### src/silent_chopper_pkg.sv
// Constants, register map and types of the silent chopper amplitude block.
// Assumes a single 20 MHz clock and an AXI4-Lite master for the registers.
// Contract
// - Chopper frequency is clock times 2/1024, 2/683, 2/512 or 2/410.
// - With both automatic enables set, run current is regulated toward target.
// - Automatic mode measures coil current, adjusts amplitude by gain field.
// - During motion tuning the regulator also tracks velocity-caused changes.
// - Without decay sensing, coil current is sampled only during on phase.
// - With decay sensing, current is also sampled during slow decay.
// - Decay sensing enable sits at bit 22 of the chopper configuration.
// - Blanking time and chopper frequency bound the smallest usable on-time.
// - Reduced currents use tuned, or manual, offset and gradient values.
// - With freewheeling selected the motor current may reach zero.
// - Pure velocity feed-forward applies whenever autoscale or autograd is off.
// - Velocity input is clocks between microsteps at 256-step resolution.
// - Sum is offset times (scale+1)/32 plus gradient times 256/interval.
// - Active scale follows hold and run current, or load reduction if on.
// - Output amplitude is 8 bits with sine peak 248.
// - Tuned offset and gradient are readable by software.
// - Total amplitude saturates at 1023 and flags lost current headroom.
package silent_chopper_pkg;
  localparam logic [7:0] ADDR_CONFIG = 8'h00;
  localparam logic [7:0] ADDR_CURRENT = 8'h04;
  localparam logic [7:0] ADDR_STEP = 8'h08;
  localparam logic [7:0] ADDR_STATUS = 8'h0C;
  localparam logic [7:0] ADDR_TUNED = 8'h10;
  localparam logic [31:0] CONFIG_RESET = 32'h010C_0000;
  localparam logic [31:0] CURRENT_RESET = 32'h0000_1F10;
  localparam logic [31:0] STEP_RESET = 32'h000F_FFFF;
  localparam logic [31:0] CONFIG_MASK = 32'h0FFF_FFFF;
  localparam logic [31:0] CURRENT_MASK = 32'h1F01_1F1F;
  localparam logic [31:0] STEP_MASK = 32'h000F_FFFF;
  localparam int CFG_OFS_LSB = 0;
  localparam int CFG_GRAD_LSB = 8;
  localparam int CFG_FREQ_LSB = 16;
  localparam int CFG_AUTOSCALE_BIT = 18;
  localparam int CFG_AUTOGRAD_BIT = 19;
  localparam int CFG_BLANK_LSB = 20;
  localparam int CFG_DECAY_SENSE_BIT = 22;
  localparam int CFG_FREEWHEEL_BIT = 23;
  localparam int CFG_GAIN_LSB = 24;
  localparam int CUR_HOLD_LSB = 0;
  localparam int CUR_RUN_LSB = 8;
  localparam int CUR_LOAD_EN_BIT = 16;
  localparam int CUR_LOAD_LSB = 24;
  localparam int STAT_SAT_BIT = 16;
  localparam int TUNED_GRAD_LSB = 8;
  localparam logic [19:0] STEP_STANDSTILL = 20'hF_FFFF;
  localparam logic [9:0] AMP_MAX = 10'h3FF;
  localparam logic [7:0] DUTY_MAX = 8'hFF;
  localparam logic [8:0] SINE_PEAK = 9'h0F8;
  localparam logic [15:0] QUOT_MAX = 16'hFFFF;
  localparam int TARGET_SHIFT = 3;
  localparam int REG_SHIFT = 3;
  localparam logic [10:0] REG_LIMIT = 11'h3FF;
  localparam logic [2:0] ADAPT_LAST = 3'h7;
  localparam logic [4:0] DIV_STEPS = 5'h10;
  localparam logic [1:0] RESP_OKAY = 2'h0;
  localparam logic [1:0] RESP_SLVERR = 2'h2;

  typedef enum logic [0:0] {
    DIV_IDLE = 1'b0,
    DIV_RUN = 1'b1
  } div_state_t;

  // Full chopper divisor; one triangle of this length holds two periods.
  function automatic logic [10:0] freq_divisor(input logic [1:0] sel);
    case (sel)
      2'h0: freq_divisor = 11'h400;
      2'h1: freq_divisor = 11'h2AB;
      2'h2: freq_divisor = 11'h200;
      default: freq_divisor = 11'h19A;
    endcase
  endfunction

  function automatic logic [9:0] blank_cycles(input logic [1:0] sel);
    case (sel)
      2'h0: blank_cycles = 10'h010;
      2'h1: blank_cycles = 10'h018;
      2'h2: blank_cycles = 10'h024;
      default: blank_cycles = 10'h036;
    endcase
  endfunction
endpackage

### src/grad_div_if.sv
// Carrier between the amplitude logic and its gradient divider.
// Assumes both ends run on the same clock.
`timescale 1ns/1ps
interface grad_div_if;
  logic start;
  logic [15:0] numer;
  logic [19:0] denom;
  logic done;
  logic [15:0] quot;
  modport requester (output start, output numer, output denom,
                     input done, input quot);
  modport divider (input start, input numer, input denom,
                   output done, output quot);
endinterface

### src/grad_divider.sv
// Sequential restoring divider for the velocity gradient term.
// Assumes start is a one-cycle pulse and is not repeated while running.
`timescale 1ns/1ps
module grad_divider (
  input wire logic aclk,
  input wire logic aresetn,
  grad_div_if.divider div
);
  silent_chopper_pkg::div_state_t state_reg, state_next;
  logic [20:0] rem_reg, rem_next;
  logic [15:0] num_reg, num_next;
  logic [19:0] den_reg, den_next;
  logic [4:0] cnt_reg, cnt_next;
  logic [15:0] quot_reg, quot_next;
  logic done_reg, done_next;
  logic [20:0] rem_sh;

  assign div.done = done_reg;
  assign div.quot = quot_reg;

  always_comb begin
    state_next = state_reg;
    rem_next = rem_reg;
    num_next = num_reg;
    den_next = den_reg;
    cnt_next = cnt_reg;
    quot_next = quot_reg;
    done_next = 1'b0;
    rem_sh = {rem_reg[19:0], num_reg[15]};
    case (state_reg)
      silent_chopper_pkg::DIV_IDLE: begin
        if (div.start) begin
          if (div.denom == 20'h0_0000) begin
            quot_next = silent_chopper_pkg::QUOT_MAX;
            done_next = 1'b1;
          end else begin
            rem_next = 21'h00_0000;
            num_next = div.numer;
            den_next = div.denom;
            cnt_next = 5'h00;
            state_next = silent_chopper_pkg::DIV_RUN;
          end
        end
      end
      silent_chopper_pkg::DIV_RUN: begin
        // Integer quotient, one bit per clock.
        if (rem_sh >= {1'b0, den_reg}) begin
          rem_next = rem_sh - {1'b0, den_reg};
          num_next = {num_reg[14:0], 1'b1};
        end else begin
          rem_next = rem_sh;
          num_next = {num_reg[14:0], 1'b0};
        end
        cnt_next = cnt_reg + 5'h01;
        if (cnt_next == silent_chopper_pkg::DIV_STEPS) begin
          quot_next = num_next;
          done_next = 1'b1;
          state_next = silent_chopper_pkg::DIV_IDLE;
        end
      end
      default: state_next = silent_chopper_pkg::DIV_IDLE;
    endcase
  end

  always_ff @(posedge aclk) begin
    if (!aresetn) begin
      state_reg <= silent_chopper_pkg::DIV_IDLE;
      rem_reg <= 21'h00_0000;
      num_reg <= 16'h0000;
      den_reg <= 20'h0_0000;
      cnt_reg <= 5'h00;
      quot_reg <= 16'h0000;
      done_reg <= 1'b0;
    end else begin
      state_reg <= state_next;
      rem_reg <= rem_next;
      num_reg <= num_next;
      den_reg <= den_next;
      cnt_reg <= cnt_next;
      quot_reg <= quot_next;
      done_reg <= done_next;
    end
  end
endmodule

### src/silent_chopper.sv
// Silent chopper amplitude control with an AXI4-Lite register slave.
// Assumes coil_current is a sense result already on aclk, one code per clock.
`timescale 1ns/1ps
module silent_chopper (
  input wire logic aclk,
  input wire logic aresetn,
  input wire logic [7:0] s_axi_awaddr,
  input wire logic [2:0] s_axi_awprot,
  input wire logic s_axi_awvalid,
  output logic s_axi_awready,
  input wire logic [31:0] s_axi_wdata,
  input wire logic [3:0] s_axi_wstrb,
  input wire logic s_axi_wvalid,
  output logic s_axi_wready,
  output logic [1:0] s_axi_bresp,
  output logic s_axi_bvalid,
  input wire logic s_axi_bready,
  input wire logic [7:0] s_axi_araddr,
  input wire logic [2:0] s_axi_arprot,
  input wire logic s_axi_arvalid,
  output logic s_axi_arready,
  output logic [31:0] s_axi_rdata,
  output logic [1:0] s_axi_rresp,
  output logic s_axi_rvalid,
  input wire logic s_axi_rready,
  input wire logic [7:0] coil_current,
  output logic pwm_on,
  output logic [7:0] coil_amplitude
);
  grad_div_if gdiv ();

  // Register slave state.
  logic [7:0] awaddr_reg, awaddr_next;
  logic aw_have_reg, aw_have_next;
  logic [31:0] wdata_reg, wdata_next;
  logic [3:0] wstrb_reg, wstrb_next;
  logic w_have_reg, w_have_next;
  logic bvalid_reg, bvalid_next;
  logic [1:0] bresp_reg, bresp_next;
  logic arready_reg, arready_next;
  logic awready_reg, awready_next, wready_reg, wready_next;
  logic rvalid_reg, rvalid_next;
  logic [31:0] rdata_reg, rdata_next;
  logic [1:0] rresp_reg, rresp_next;
  logic [31:0] config_reg, config_next;
  logic [31:0] current_reg, current_next;
  logic [31:0] step_reg, step_next;

  // Chopper and regulator state.
  logic [9:0] pos_reg, pos_next;
  logic half_reg, half_next;
  logic [9:0] on_len_reg, on_len_next;
  logic pwm_on_reg, pwm_on_next;
  logic [7:0] amp_reg, amp_next;
  logic [7:0] meas_reg, meas_next;
  logic meas_valid_reg, meas_valid_next;
  logic signed [10:0] reg_term_reg, reg_term_next;
  logic [7:0] tuned_ofs_reg, tuned_ofs_next;
  logic [7:0] tuned_grad_reg, tuned_grad_next;
  logic [2:0] adapt_reg, adapt_next;
  logic [15:0] quot_reg, quot_next;
  logic [9:0] sum_reg, sum_next;
  logic sat_reg, sat_next;
  logic start_reg, start_next;

  logic [7:0] cfg_ofs, cfg_grad, ofs_src, grad_src;
  logic [1:0] cfg_freq, cfg_blank;
  logic autoscale, autograd, decay_sense, freewheel;
  logic [3:0] gain;
  logic [4:0] hold_i, run_i, load_i, cs;
  logic load_en, standstill, auto_mode, regulating, freewheel_off;
  logic [10:0] divisor;
  logic [9:0] half_len;
  logic period_end;
  logic [13:0] ofs_prod;
  logic signed [17:0] total;
  logic [8:0] target;
  logic signed [9:0] err;
  logic signed [14:0] delta;
  logic signed [11:0] reg_sum;
  logic [16:0] duty_prod;
  logic [7:0] duty;
  logic [17:0] on_prod;
  logic wr_fire;

  function automatic logic [31:0] merge(input logic [31:0] old,
                                        input logic [31:0] data,
                                        input logic [3:0] strb,
                                        input logic [31:0] mask);
    logic [31:0] res;
    res = old;
    for (int i = 0; i < 4; i++) begin
      if (strb[i]) begin
        res[i*8 +: 8] = data[i*8 +: 8];
      end
    end
    merge = res & mask;
  endfunction

  function automatic logic is_mapped(input logic [7:0] addr);
    is_mapped = (addr == silent_chopper_pkg::ADDR_CONFIG) ||
                (addr == silent_chopper_pkg::ADDR_CURRENT) ||
                (addr == silent_chopper_pkg::ADDR_STEP) ||
                (addr == silent_chopper_pkg::ADDR_STATUS) ||
                (addr == silent_chopper_pkg::ADDR_TUNED);
  endfunction

  assign s_axi_awready = awready_reg;
  assign s_axi_wready = wready_reg;
  assign s_axi_bvalid = bvalid_reg;
  assign s_axi_bresp = bresp_reg;
  assign s_axi_arready = arready_reg;
  assign s_axi_rvalid = rvalid_reg;
  assign s_axi_rdata = rdata_reg;
  assign s_axi_rresp = rresp_reg;
  assign pwm_on = pwm_on_reg;
  assign coil_amplitude = amp_reg;
  assign gdiv.start = start_reg;
  assign gdiv.numer = {grad_src, 8'h00};
  assign gdiv.denom = step_reg[19:0];

  grad_divider u_div (
    .aclk(aclk),
    .aresetn(aresetn),
    .div(gdiv)
  );

  // Field decode.
  always_comb begin
    cfg_ofs = config_reg[silent_chopper_pkg::CFG_OFS_LSB +: 8];
    cfg_grad = config_reg[silent_chopper_pkg::CFG_GRAD_LSB +: 8];
    cfg_freq = config_reg[silent_chopper_pkg::CFG_FREQ_LSB +: 2];
    cfg_blank = config_reg[silent_chopper_pkg::CFG_BLANK_LSB +: 2];
    autoscale = config_reg[silent_chopper_pkg::CFG_AUTOSCALE_BIT];
    autograd = config_reg[silent_chopper_pkg::CFG_AUTOGRAD_BIT];
    decay_sense = config_reg[silent_chopper_pkg::CFG_DECAY_SENSE_BIT];
    freewheel = config_reg[silent_chopper_pkg::CFG_FREEWHEEL_BIT];
    gain = config_reg[silent_chopper_pkg::CFG_GAIN_LSB +: 4];
    hold_i = current_reg[silent_chopper_pkg::CUR_HOLD_LSB +: 5];
    run_i = current_reg[silent_chopper_pkg::CUR_RUN_LSB +: 5];
    load_en = current_reg[silent_chopper_pkg::CUR_LOAD_EN_BIT];
    load_i = current_reg[silent_chopper_pkg::CUR_LOAD_LSB +: 5];
    // Step interval in clocks per 1/256 microstep.
    standstill = (step_reg[19:0] == silent_chopper_pkg::STEP_STANDSTILL);
    cs = load_en ? load_i : (standstill ? hold_i : run_i);
    auto_mode = autoscale && autograd;
    // Zero hold current with freewheel lets the coil current reach zero.
    freewheel_off = freewheel && standstill && (hold_i == 5'h00);
    // In automatic mode, below run current the amplitude comes from tuned values only.
    regulating = auto_mode && (cs == run_i) && !freewheel_off;
    ofs_src = autoscale ? tuned_ofs_reg : cfg_ofs;
    grad_src = (autoscale && autograd) ? tuned_grad_reg : cfg_grad;
  end

  // Register slave next state.
  always_comb begin
    awaddr_next = awaddr_reg;
    aw_have_next = aw_have_reg;
    wdata_next = wdata_reg;
    wstrb_next = wstrb_reg;
    w_have_next = w_have_reg;
    bvalid_next = bvalid_reg;
    bresp_next = bresp_reg;
    arready_next = arready_reg;
    rvalid_next = rvalid_reg;
    rdata_next = rdata_reg;
    rresp_next = rresp_reg;
    config_next = config_reg;
    current_next = current_reg;
    step_next = step_reg;
    wr_fire = 1'b0;
    if (s_axi_awvalid && s_axi_awready) begin
      awaddr_next = s_axi_awaddr;
      aw_have_next = 1'b1;
    end
    if (s_axi_wvalid && s_axi_wready) begin
      wdata_next = s_axi_wdata;
      wstrb_next = s_axi_wstrb;
      w_have_next = 1'b1;
    end
    if (aw_have_reg && w_have_reg && !bvalid_reg) begin
      wr_fire = 1'b1;
      aw_have_next = 1'b0;
      w_have_next = 1'b0;
      bvalid_next = 1'b1;
      bresp_next = is_mapped(awaddr_reg) ? silent_chopper_pkg::RESP_OKAY :
                   silent_chopper_pkg::RESP_SLVERR;
    end
    if (bvalid_reg && s_axi_bready) begin
      bvalid_next = 1'b0;
    end
    if (wr_fire) begin
      case (awaddr_reg)
        silent_chopper_pkg::ADDR_CONFIG: config_next = merge(config_reg,
          wdata_reg, wstrb_reg, silent_chopper_pkg::CONFIG_MASK);
        silent_chopper_pkg::ADDR_CURRENT: current_next = merge(current_reg,
          wdata_reg, wstrb_reg, silent_chopper_pkg::CURRENT_MASK);
        silent_chopper_pkg::ADDR_STEP: step_next = merge(step_reg,
          wdata_reg, wstrb_reg, silent_chopper_pkg::STEP_MASK);
        default: begin
        end
      endcase
    end
    if (s_axi_arvalid && arready_reg) begin
      arready_next = 1'b0;
      rvalid_next = 1'b1;
      rresp_next = is_mapped(s_axi_araddr) ? silent_chopper_pkg::RESP_OKAY :
                   silent_chopper_pkg::RESP_SLVERR;
      case (s_axi_araddr)
        silent_chopper_pkg::ADDR_CONFIG: rdata_next = config_reg;
        silent_chopper_pkg::ADDR_CURRENT: rdata_next = current_reg;
        silent_chopper_pkg::ADDR_STEP: rdata_next = step_reg;
        silent_chopper_pkg::ADDR_STATUS: begin
          rdata_next = {15'h0000, sat_reg, 6'h00, sum_reg};
        end
        silent_chopper_pkg::ADDR_TUNED: begin
          rdata_next = {16'h0000, tuned_grad_reg, tuned_ofs_reg};
        end
        default: rdata_next = 32'h0000_0000;
      endcase
    end
    if (rvalid_reg && s_axi_rready) begin
      rvalid_next = 1'b0;
      arready_next = 1'b1;
    end
    awready_next = !aw_have_next && !bvalid_next;
    wready_next = !w_have_next && !bvalid_next;
  end

  // Chopper timing, sampling, regulation and amplitude next state.
  always_comb begin
    divisor = silent_chopper_pkg::freq_divisor(cfg_freq);
    // An odd divisor splits its triangle into two unequal halves.
    half_len = divisor[10:1] + {9'h000, half_reg & divisor[0]};
    period_end = (pos_reg == half_len - 10'h001);
    pos_next = period_end ? 10'h000 : pos_reg + 10'h001;
    half_next = period_end ? !half_reg : half_reg;
    start_next = period_end;
    quot_next = gdiv.done ? gdiv.quot : quot_reg;
    // Feed-forward amplitude from offset and gradient.
    ofs_prod = {6'h00, ofs_src} * ({9'h000, cs} + 14'h0001);
    total = $signed({9'h000, ofs_prod[13:5]}) +
            $signed({2'h0, quot_reg});
    if (regulating) begin
      total = total + 18'(reg_term_reg);
    end
    if (freewheel_off) begin
      total = 18'sh0_0000;
    end
    if (total < 0) begin
      sum_next = 10'h000;
    end else if (total > $signed({8'h00, silent_chopper_pkg::AMP_MAX})) begin
      sum_next = silent_chopper_pkg::AMP_MAX;
    end else begin
      sum_next = total[9:0];
    end
    sat_next = (sum_reg == silent_chopper_pkg::AMP_MAX);
    // The chopper amplitude is clamped to 8 bits before use.
    amp_next = (sum_reg > {2'h0, silent_chopper_pkg::DUTY_MAX}) ?
               silent_chopper_pkg::DUTY_MAX : sum_reg[7:0];
    duty_prod = {9'h000, amp_reg} * {8'h00, silent_chopper_pkg::SINE_PEAK};
    duty = duty_prod[15:8];
    on_prod = {10'h000, duty} * {8'h00, half_len};
    on_len_next = period_end ? on_prod[17:8] : on_len_reg;
    pwm_on_next = (pos_next < on_len_next);
    // Samples inside blanking are useless, so without decay sensing short
    // on-times never regulate; a shorter blank time lowers that floor.
    meas_next = meas_reg;
    meas_valid_next = meas_valid_reg;
    if (pos_reg >= silent_chopper_pkg::blank_cycles(cfg_blank)) begin
      if (pwm_on_reg || decay_sense) begin
        meas_next = coil_current;
        meas_valid_next = 1'b1;
      end
    end
    target = ({4'h0, cs} + 9'h001) << silent_chopper_pkg::TARGET_SHIFT;
    err = $signed({1'b0, target}) - $signed({2'h0, meas_reg});
    delta = $signed({1'b0, gain}) * err;
    reg_sum = 12'(reg_term_reg) + 12'(delta >>> silent_chopper_pkg::REG_SHIFT);
    reg_term_next = reg_term_reg;
    tuned_ofs_next = tuned_ofs_reg;
    tuned_grad_next = tuned_grad_reg;
    adapt_next = adapt_reg;
    if (period_end) begin
      meas_valid_next = 1'b0;
      // The regulator freezes when not at run current.
      if (regulating && meas_valid_reg) begin
        if (reg_sum > $signed({1'b0, silent_chopper_pkg::REG_LIMIT})) begin
          reg_term_next = $signed(silent_chopper_pkg::REG_LIMIT);
        end else if (reg_sum < -$signed({1'b0, silent_chopper_pkg::REG_LIMIT}))
        begin
          reg_term_next = -$signed(silent_chopper_pkg::REG_LIMIT);
        end else begin
          reg_term_next = reg_sum[10:0];
        end
      end
      if (regulating) begin
        adapt_next = adapt_reg + 3'h1;
        if (adapt_reg == silent_chopper_pkg::ADAPT_LAST) begin
          // Standstill tunes the offset, motion tunes the gradient.
          if (standstill) begin
            if (reg_term_reg > 0 && tuned_ofs_reg != 8'hFF) begin
              tuned_ofs_next = tuned_ofs_reg + 8'h01;
            end else if (reg_term_reg < 0 && tuned_ofs_reg != 8'h00) begin
              tuned_ofs_next = tuned_ofs_reg - 8'h01;
            end
          end else begin
            if (reg_term_reg > 0 && tuned_grad_reg != 8'hFF) begin
              tuned_grad_next = tuned_grad_reg + 8'h01;
            end else if (reg_term_reg < 0 && tuned_grad_reg != 8'h00) begin
              tuned_grad_next = tuned_grad_reg - 8'h01;
            end
          end
        end
      end
    end
  end

  always_ff @(posedge aclk) begin
    if (!aresetn) begin
      awaddr_reg <= 8'h00;
      aw_have_reg <= 1'b0;
      wdata_reg <= 32'h0000_0000;
      wstrb_reg <= 4'h0;
      w_have_reg <= 1'b0;
      bvalid_reg <= 1'b0;
      bresp_reg <= silent_chopper_pkg::RESP_OKAY;
      arready_reg <= 1'b1;
      awready_reg <= 1'b1;
      wready_reg <= 1'b1;
      rvalid_reg <= 1'b0;
      rdata_reg <= 32'h0000_0000;
      rresp_reg <= silent_chopper_pkg::RESP_OKAY;
      config_reg <= silent_chopper_pkg::CONFIG_RESET;
      current_reg <= silent_chopper_pkg::CURRENT_RESET;
      step_reg <= silent_chopper_pkg::STEP_RESET;
      pos_reg <= 10'h000;
      half_reg <= 1'b0;
      on_len_reg <= 10'h000;
      pwm_on_reg <= 1'b0;
      amp_reg <= 8'h00;
      meas_reg <= 8'h00;
      meas_valid_reg <= 1'b0;
      reg_term_reg <= 11'sh000;
      tuned_ofs_reg <= 8'h00;
      tuned_grad_reg <= 8'h00;
      adapt_reg <= 3'h0;
      quot_reg <= 16'h0000;
      sum_reg <= 10'h000;
      sat_reg <= 1'b0;
      start_reg <= 1'b0;
    end else begin
      awaddr_reg <= awaddr_next;
      aw_have_reg <= aw_have_next;
      wdata_reg <= wdata_next;
      wstrb_reg <= wstrb_next;
      w_have_reg <= w_have_next;
      bvalid_reg <= bvalid_next;
      bresp_reg <= bresp_next;
      arready_reg <= arready_next;
      awready_reg <= awready_next;
      wready_reg <= wready_next;
      rvalid_reg <= rvalid_next;
      rdata_reg <= rdata_next;
      rresp_reg <= rresp_next;
      config_reg <= config_next;
      current_reg <= current_next;
      step_reg <= step_next;
      pos_reg <= pos_next;
      half_reg <= half_next;
      on_len_reg <= on_len_next;
      pwm_on_reg <= pwm_on_next;
      amp_reg <= amp_next;
      meas_reg <= meas_next;
      meas_valid_reg <= meas_valid_next;
      reg_term_reg <= reg_term_next;
      tuned_ofs_reg <= tuned_ofs_next;
      tuned_grad_reg <= tuned_grad_next;
      adapt_reg <= adapt_next;
      quot_reg <= quot_next;
      sum_reg <= sum_next;
      sat_reg <= sat_next;
      start_reg <= start_next;
    end
  end
endmodule

### config.mk
export PLATFORM = sky130hd
export DESIGN_NAME = silent_chopper
export DESIGN_NICKNAME = d
export VERILOG_FILES = /design/src/silent_chopper_pkg.sv /design/src/grad_div_if.sv /design/src/grad_divider.sv /design/src/silent_chopper.sv
export SDC_FILE = /design/constraint.sdc
export NUM_CORES = 1
export LEC_CHECK = 0
export BUFFER_PORTS_ARGS = -buffer_cell sky130_fd_sc_hd__clkbuf_2
export CORE_ASPECT_RATIO = 1.1
export CORE_MARGIN = 2
export CORE_UTILIZATION = 41
export CTS_CLUSTER_DIAMETER = 30
export CTS_CLUSTER_SIZE = 28
export DETAILED_ROUTE_END_ITERATION = 7
export PLACE_DENSITY_LB_ADDON = 0.05
export SLEW_MARGIN = 20
export SYNTH_ARGS = -nofsm -noshare
export SYNTH_HDL_FRONTEND = slang
export SYNTH_SLANG_ARGS = --single-unit
### constraint.sdc
create_clock -name aclk -period 10.6 [get_ports aclk]
set_clock_uncertainty 0.1 [all_clocks]
set_input_delay 2.12 -clock aclk [delete_from_list [all_inputs] [get_ports aclk]]
set_output_delay 2.12 -clock aclk [all_outputs]
set_load 0.01 [all_outputs]
# Yosys cells after proc, flatten, opt, wreduce, memory -nomap -nowiden
# Index checks and enable logic that the tools add are counted.
totals:
  reg_bits: 324
  in_bits: 73
  out_inout_bits: 50
classes:
  add_sub_neg: 16
  multipliers: 4
  n_lt_le_gt_ge: 10
  eq_ne: 24
  mux: 51
  n_bitwise: 5
  reduce_logical: 66
ops:
  columns: ["op", "count"]
  rows:
  - ["$pmux W29 S5", 1]
  - ["$mux W16", 5]
  - ["$pmux W16 S2", 2]
  - ["$mux W20", 3]
  - ["$mux W8", 7]
  - ["$pmux W20 S2", 1]
  - ["$reduce_and A3 Y1", 13]
  - ["$mux W18", 2]
  - ["$pmux W11 S3", 1]
  - ["$eq A8 B4 Y1 const B", 4]
  - ["$mux W10", 3]
  - ["$mux W11", 2]
  - ["$ge A21 B20 Y1", 1]
  - ["$eq A20 B20 Y1 const B", 1]
  - ["$logic_not A20 Y1", 1]
  - ["$mux W5", 4]
  - ["$sub A20 B20 Y20", 1]
  - ["$logic_and A1 B1 Y1", 19]
  - ["$add A18 B11 Y18", 1]
  - ["$gt A18 B11 Y1 const B", 1]
  - ["$lt A18 B1 Y1 const B", 1]
  - ["$mul A8 B10 Y18", 1]
  - ["$pmux W6 S3", 1]
  - ["$add A9 B16 Y17", 1]
  - ["48 further kinds", 99]

# Longest topological paths before layout
depth:
  depth_word: 11
  mapped_depth: 41

# Hierarchy
# A second synthesis with hierarchy kept.
hier_totals:
  cells_unflattened: 2868
  hier_area_um2: 23550.1
modules_own_cells:
  columns: ["mod", "n_inst", "cells_each", "area_per_inst_um2", "seq_area_each_um2"]
  rows:
  - ["silent_chopper", 1, 2350, 19149.6, 4804.6]
  - ["grad_divider", 1, 518, 4400.5, 1581.5]

# Worst setup path after synthesis
# No wires, ideal clock.
synth_path:
  path_kind: "register -> register"
  startpoint: "register amp_reg[2], in the netlist coil_amplitude[2]"
  endpoint: "register pwm_on_reg, in the netlist pwm_on"
  arrival_ns: 8.668
  required_ns: 10.414
  path_slack_ns: 1.746
  path_stages_with_launch: 37
  path_cell_list: "dfxtp_1 > fa_1 > inv_1 > fa_1 > fa_1 > inv_1 > ha_1 > a21o_1 > a21oi_1 > o21bai_1 > a21oi_1 > o21bai_1 > a21oi_1 > o211ai_1 > xnor2_1 > o21ai_0 > fa_1 > inv_1 > fa_1 > fa_1 > fa_1 > ha_1 > nand2_1 > o21ai_0 > a21oi_1 > xnor2_1 > mux2i_1 > ha_1 > a21o_1 > a21oi_1 > nor2b_1 > o21ai_0 > nand2b_1 > a21oi_1 > o31ai_1 > a21o_1 > a211oi_1"
synth_between:
  elab_chain_cells: 4
synth_rtl:
  columns: ["element", "line_no", "source"]
  rows:
  - ["from (decl)", "silent_chopper.sv:54", "logic [7:0] amp_reg, amp_next;"]
  - ["from (signal assigned)", "silent_chopper.sv:373", "amp_reg <= amp_next;"]
  - ["$mul A8 B5 Y13", "silent_chopper.sv:261", "duty_prod = {9'h000, amp_reg} * {8'h00, silent_chopper_pkg::SINE_PEAK};"]
  - ["$mul A8 B10 Y18", "silent_chopper.sv:263", "on_prod = {10'h000, duty} * {8'h00, half_len};"]
  - ["$mux W10", "silent_chopper.sv:264", "on_len_next = period_end ? on_prod[17:8] : on_len_reg;"]
  - ["$lt A10 B10 Y1", "silent_chopper.sv:265", "pwm_on_next = (pos_next < on_len_next);"]
  - ["to (signal assigned)", "silent_chopper.sv:372", "pwm_on_reg <= pwm_on_next;"]
  - ["to (decl)", "silent_chopper.sv:53", "logic pwm_on_reg, pwm_on_next;"]
# No other way between the ends.
# A chain may end at the register's enable or synchronous reset.

# Worst setup path in the final report
layout_path:
  startpoint: "register step_reg[9]"
  endpoint: "register sum_reg[4]"
layout_between:
  elab_chain_cells: 11
  elab_cells_between_ends: 19
layout_rtl:
  columns: ["element", "line_no", "source"]
  rows:
  - ["from (decl)", "silent_chopper.sv:47", "logic [31:0] step_reg, step_next;"]
  - ["from (signal assigned)", "silent_chopper.sv:336", "step_reg <= silent_chopper_pkg::STEP_RESET;"]
  - ["from (signal assigned)", "silent_chopper.sv:368", "step_reg <= step_next;"]
  - ["$eq A20 B20 Y1 (*)", "silent_chopper.sv:144", "standstill = (step_reg[19:0] == silent_chopper_pkg::STEP_STANDSTILL);"]
  - ["$mux W5 (2 in a row)", "silent_chopper.sv:145", "cs = load_en ? load_i : (standstill ? hold_i : run_i);"]
  - ["$add A5 B1 Y6", "silent_chopper.sv:241", "ofs_prod = {6'h00, ofs_src} * ({9'h000, cs} + 14'h0001);"]
  - ["$mul A8 B6 Y14", "silent_chopper.sv:241", null]
  - ["$add A9 B16 Y17", "silent_chopper.sv:242", "total = $signed({9'h000, ofs_prod[13:5]}) +"]
  - ["$add A18 B11 Y18", "silent_chopper.sv:245", "total = total + 18'(reg_term_reg);"]
  - ["$mux W18", "silent_chopper.sv:244", "if (regulating) begin"]
  - ["$mux W18 (*)", "silent_chopper.sv:247", "if (freewheel_off) begin"]
  - ["$gt A18 B11 Y1 / $lt A18 B1 Y1 (equally long branches)", "silent_chopper.sv:252, silent_chopper.sv:250", null]
  - ["$mux W10 / $reduce_or A2 Y1 (equally long branches)", null, null]
  - ["to (signal assigned)", "silent_chopper.sv:381", "sum_reg <= sum_next;"]
  - ["to (decl)", "silent_chopper.sv:62", "logic [9:0] sum_reg, sum_next;"]
# Every way passes the cells marked *; elsewhere a longest branch is shown, timed or not.

==> reports/metrics.cfg <==
[floorplan]
die-height_um=251
fp.dieArea_um2=57300
initial_core_util_pct=41.4
fp.dieW_um=228
design.core.area_um2=54800
rows=90
ios=123

[placement]
io_buffer_count=108
place.gp.congestion=0.879
dpl.cell_count=3538
dp_slack_ps=670
dp_hpwl_um=47500

[finish]
layout.nets=3266
antenna_cells=0
drive_above_1_share_pct=11.5
fin_cells=3672
syn2layout_area_growth_pct=17.3

[yosys]
avgSynthCellArea_um2=8.20
yosysMostFrequentCell=nand2_1
synth_common_cells=321 x nand2_1, 319 x dfxtp_1, 295 x nor2_1
synth-edff-count=0
syn_inst=2771
syn_area_um2=22700
synth-async-reset-ratio_pct=0
ys_ff_latch=319
yosys.area.top_type_share_pct=28.1
yosysSeqAreaShare_pct=28.1
synthDistinctLibCells=88
ys_top_cells_by_area=dfxtp_1 28%, ha_1 11%, fa_1 9.3%
synthFlopType=dfxtp_1
ys_warn_count=0
yosysTopAreaCell=dfxtp_1

[global_routing]
grtUsageTotal_pct=21.8
antenna_found_initial=0
overflow=0
grt_max_degree=89
grt_pass1_vias=19200
grt_pass1_wl_um=101000

[timing]
finalCritPeriodShare_pct=93.4
tns_ps=0
finalMaxSlewViolations=0
post-route-min-period_ps=9900
tightest_slew_ps=1080
hold_viol=0
grt_setup_unrepaired=false
fmax_mhz=101
holdWs_ps=347
setup-violations-final=0
slew_headroom_pct=27.9
worst_slack_ps=695

[critical_path]
cp_slowest_stage_delay_ps=610
r2r_end=sum_reg[4]
r2r_setup_slack_ps=700
r2r-start=step_reg[9]
ff2ff_path_depth=33
cp-startpoint=step_reg[9]
critPathMaxFanout=9
endpoint=sum_reg[4]
required_ps=10960
worstPathArrival_ps=10270
endpoint_kind=flop
startpoint_type=flop
crit_slowest_cell=xor2_1
criticalPathCategory=flop to flop

[clock_tree]
htree_levels=3
cts.sink_count=319
cts_tree=done
cts_buffers=76
clock_latency_ps=600
cts.path.max_buffers=3
cts-root-buf=clkbuf_16
clkTransAtPathRegs_ps=50
ctsHoldBuffers=0

[status]
status=finished, final reports clean

[min_path]
worstHoldPathType=flop to flop

[pwr]
power.density_nw_per_um2=143
peakVddDrop_uv=131
p_leak_uw=0.0121

[drt]
drt-total-wl_um=62000
wl_per_cell_um=16.9
antenna_left=0
drc_errors=0
vias_per_cell=5.25
drt_iter0_markers=1159
vias=19300
first_pass_iters=6

[run]
cap_violations=0

-- per-layer routing --
layer	routed length (µm)	GRT usage [%]	share of wire [%]	vias up
met5	0	0	0	-
met4	1820	7.94	2.9	0
met3	3280	4.00	5.3	108
met2	28700	36.5	46	428
met1	28200	27.9	45	9073
li1	-	-	-	9664
-- power breakdown --
part	internal, µW	switching (µW)	leakage (µW)
Sequential	1220	23.0	0.00258
Combinational	57.1	100	0.00825
Clock	1690	720	0.00130
-- cells in the final DEF (no fill, tap or decap), types with 13 or more instances in the layout --
master and instances:
mux2i_1 80, nand3_1 100, nand4_1 19, dfxtp_1 318
inv_1 254, nand2_1 320, o21a_1 25, nor3_1 29
fa_1 106, clkbuf_1 14, a211oi_1 27, o21bai_1 13
buf_4 35, and2_1 51, a21oi_1 253, nand2b_1 22
o21ai_0 100, a31oi_1 14, a222oi_1 13, nor4_1 19
clkbuf_2 108, nor2_1 295, a21o_1 28, or2_2 16
o221a_2 17, ha_1 207, nor2b_1 31, clkinv_2 13
xnor2_1 89, clkbuf_16 77, bufinv_16 13, xor2_1 39
-- critical path, delay by kind of cell (launching register included) --
family / cells / cell delay, ps
simple gates: 10 / 2180
mux: 1 / 370
buf+inv: 2 / 240
flops: 1 / 350
xor+xnor: 2 / 920
compound gates: 12 / 3120
fa+ha+maj: 6 / 2460
-- repair_timing --
item	4_1_cts	5_1_grt
buffers inserted	0	0
gates resized for setup	0	1
setup endpoints to repair	0	8
-- how the worst min path moves through the flow --
stage	startpoint	endpoint	cells after the start
5_1_grt	awaddr_reg[5]	awaddr_reg[5]	2
3_5_place_dp	awaddr_reg[5]	awaddr_reg[5]	2
3_3_place_gp	s_axi_rdata[20]	s_axi_rdata[20]	2
4_1_cts	awaddr_reg[5]	awaddr_reg[5]	2
6_report	awaddr_reg[5]	awaddr_reg[5]	2
2_1_floorplan	awaddr_reg[5]	awaddr_reg[5]	2
-- cells by family after synthesis --
group                    Yosys count  share of synthesized area [%]
adder cells (fa/ha/maj)          313                           20.7
flip-flops                       319                           28.1
AO/OA/AOI/OAI                    588                           16.4
other                              1                         0.0165
buffers and inverters            372                           6.36
multiplexers                      93                           4.22
AND/OR/NAND/NOR                  955                           19.1
XOR/XNOR                         130                           5.08
-- cell type report --
cell class | count | area [µm²]
Fill cell | 5390 | 28200
Multi-Input combinational cell | 2084 | 14900
Sequential cell | 319 | 6390
Clock buffer | 99 | 2090
Inverter | 256 | 966
Tap cell | 736 | 921
Timing Repair Buffer | 143 | 803
Clock inverter | 35 | 554
-- metrics by stage --
step | total power, µW | cell area, µm² | util [%]
after floorplan | 1370 | 22700 | -
after global placement | 1420 | 24000 | 43.8
after detailed placement | 1430 | 24000 | 43.8
after CTS | 3860 | 26600 | 48.6
after global routing | 3940 | 26700 | 48.6
final | 3820 | 26700 | 48.6
No activity file was read; power rests on OpenSTA's default activity.
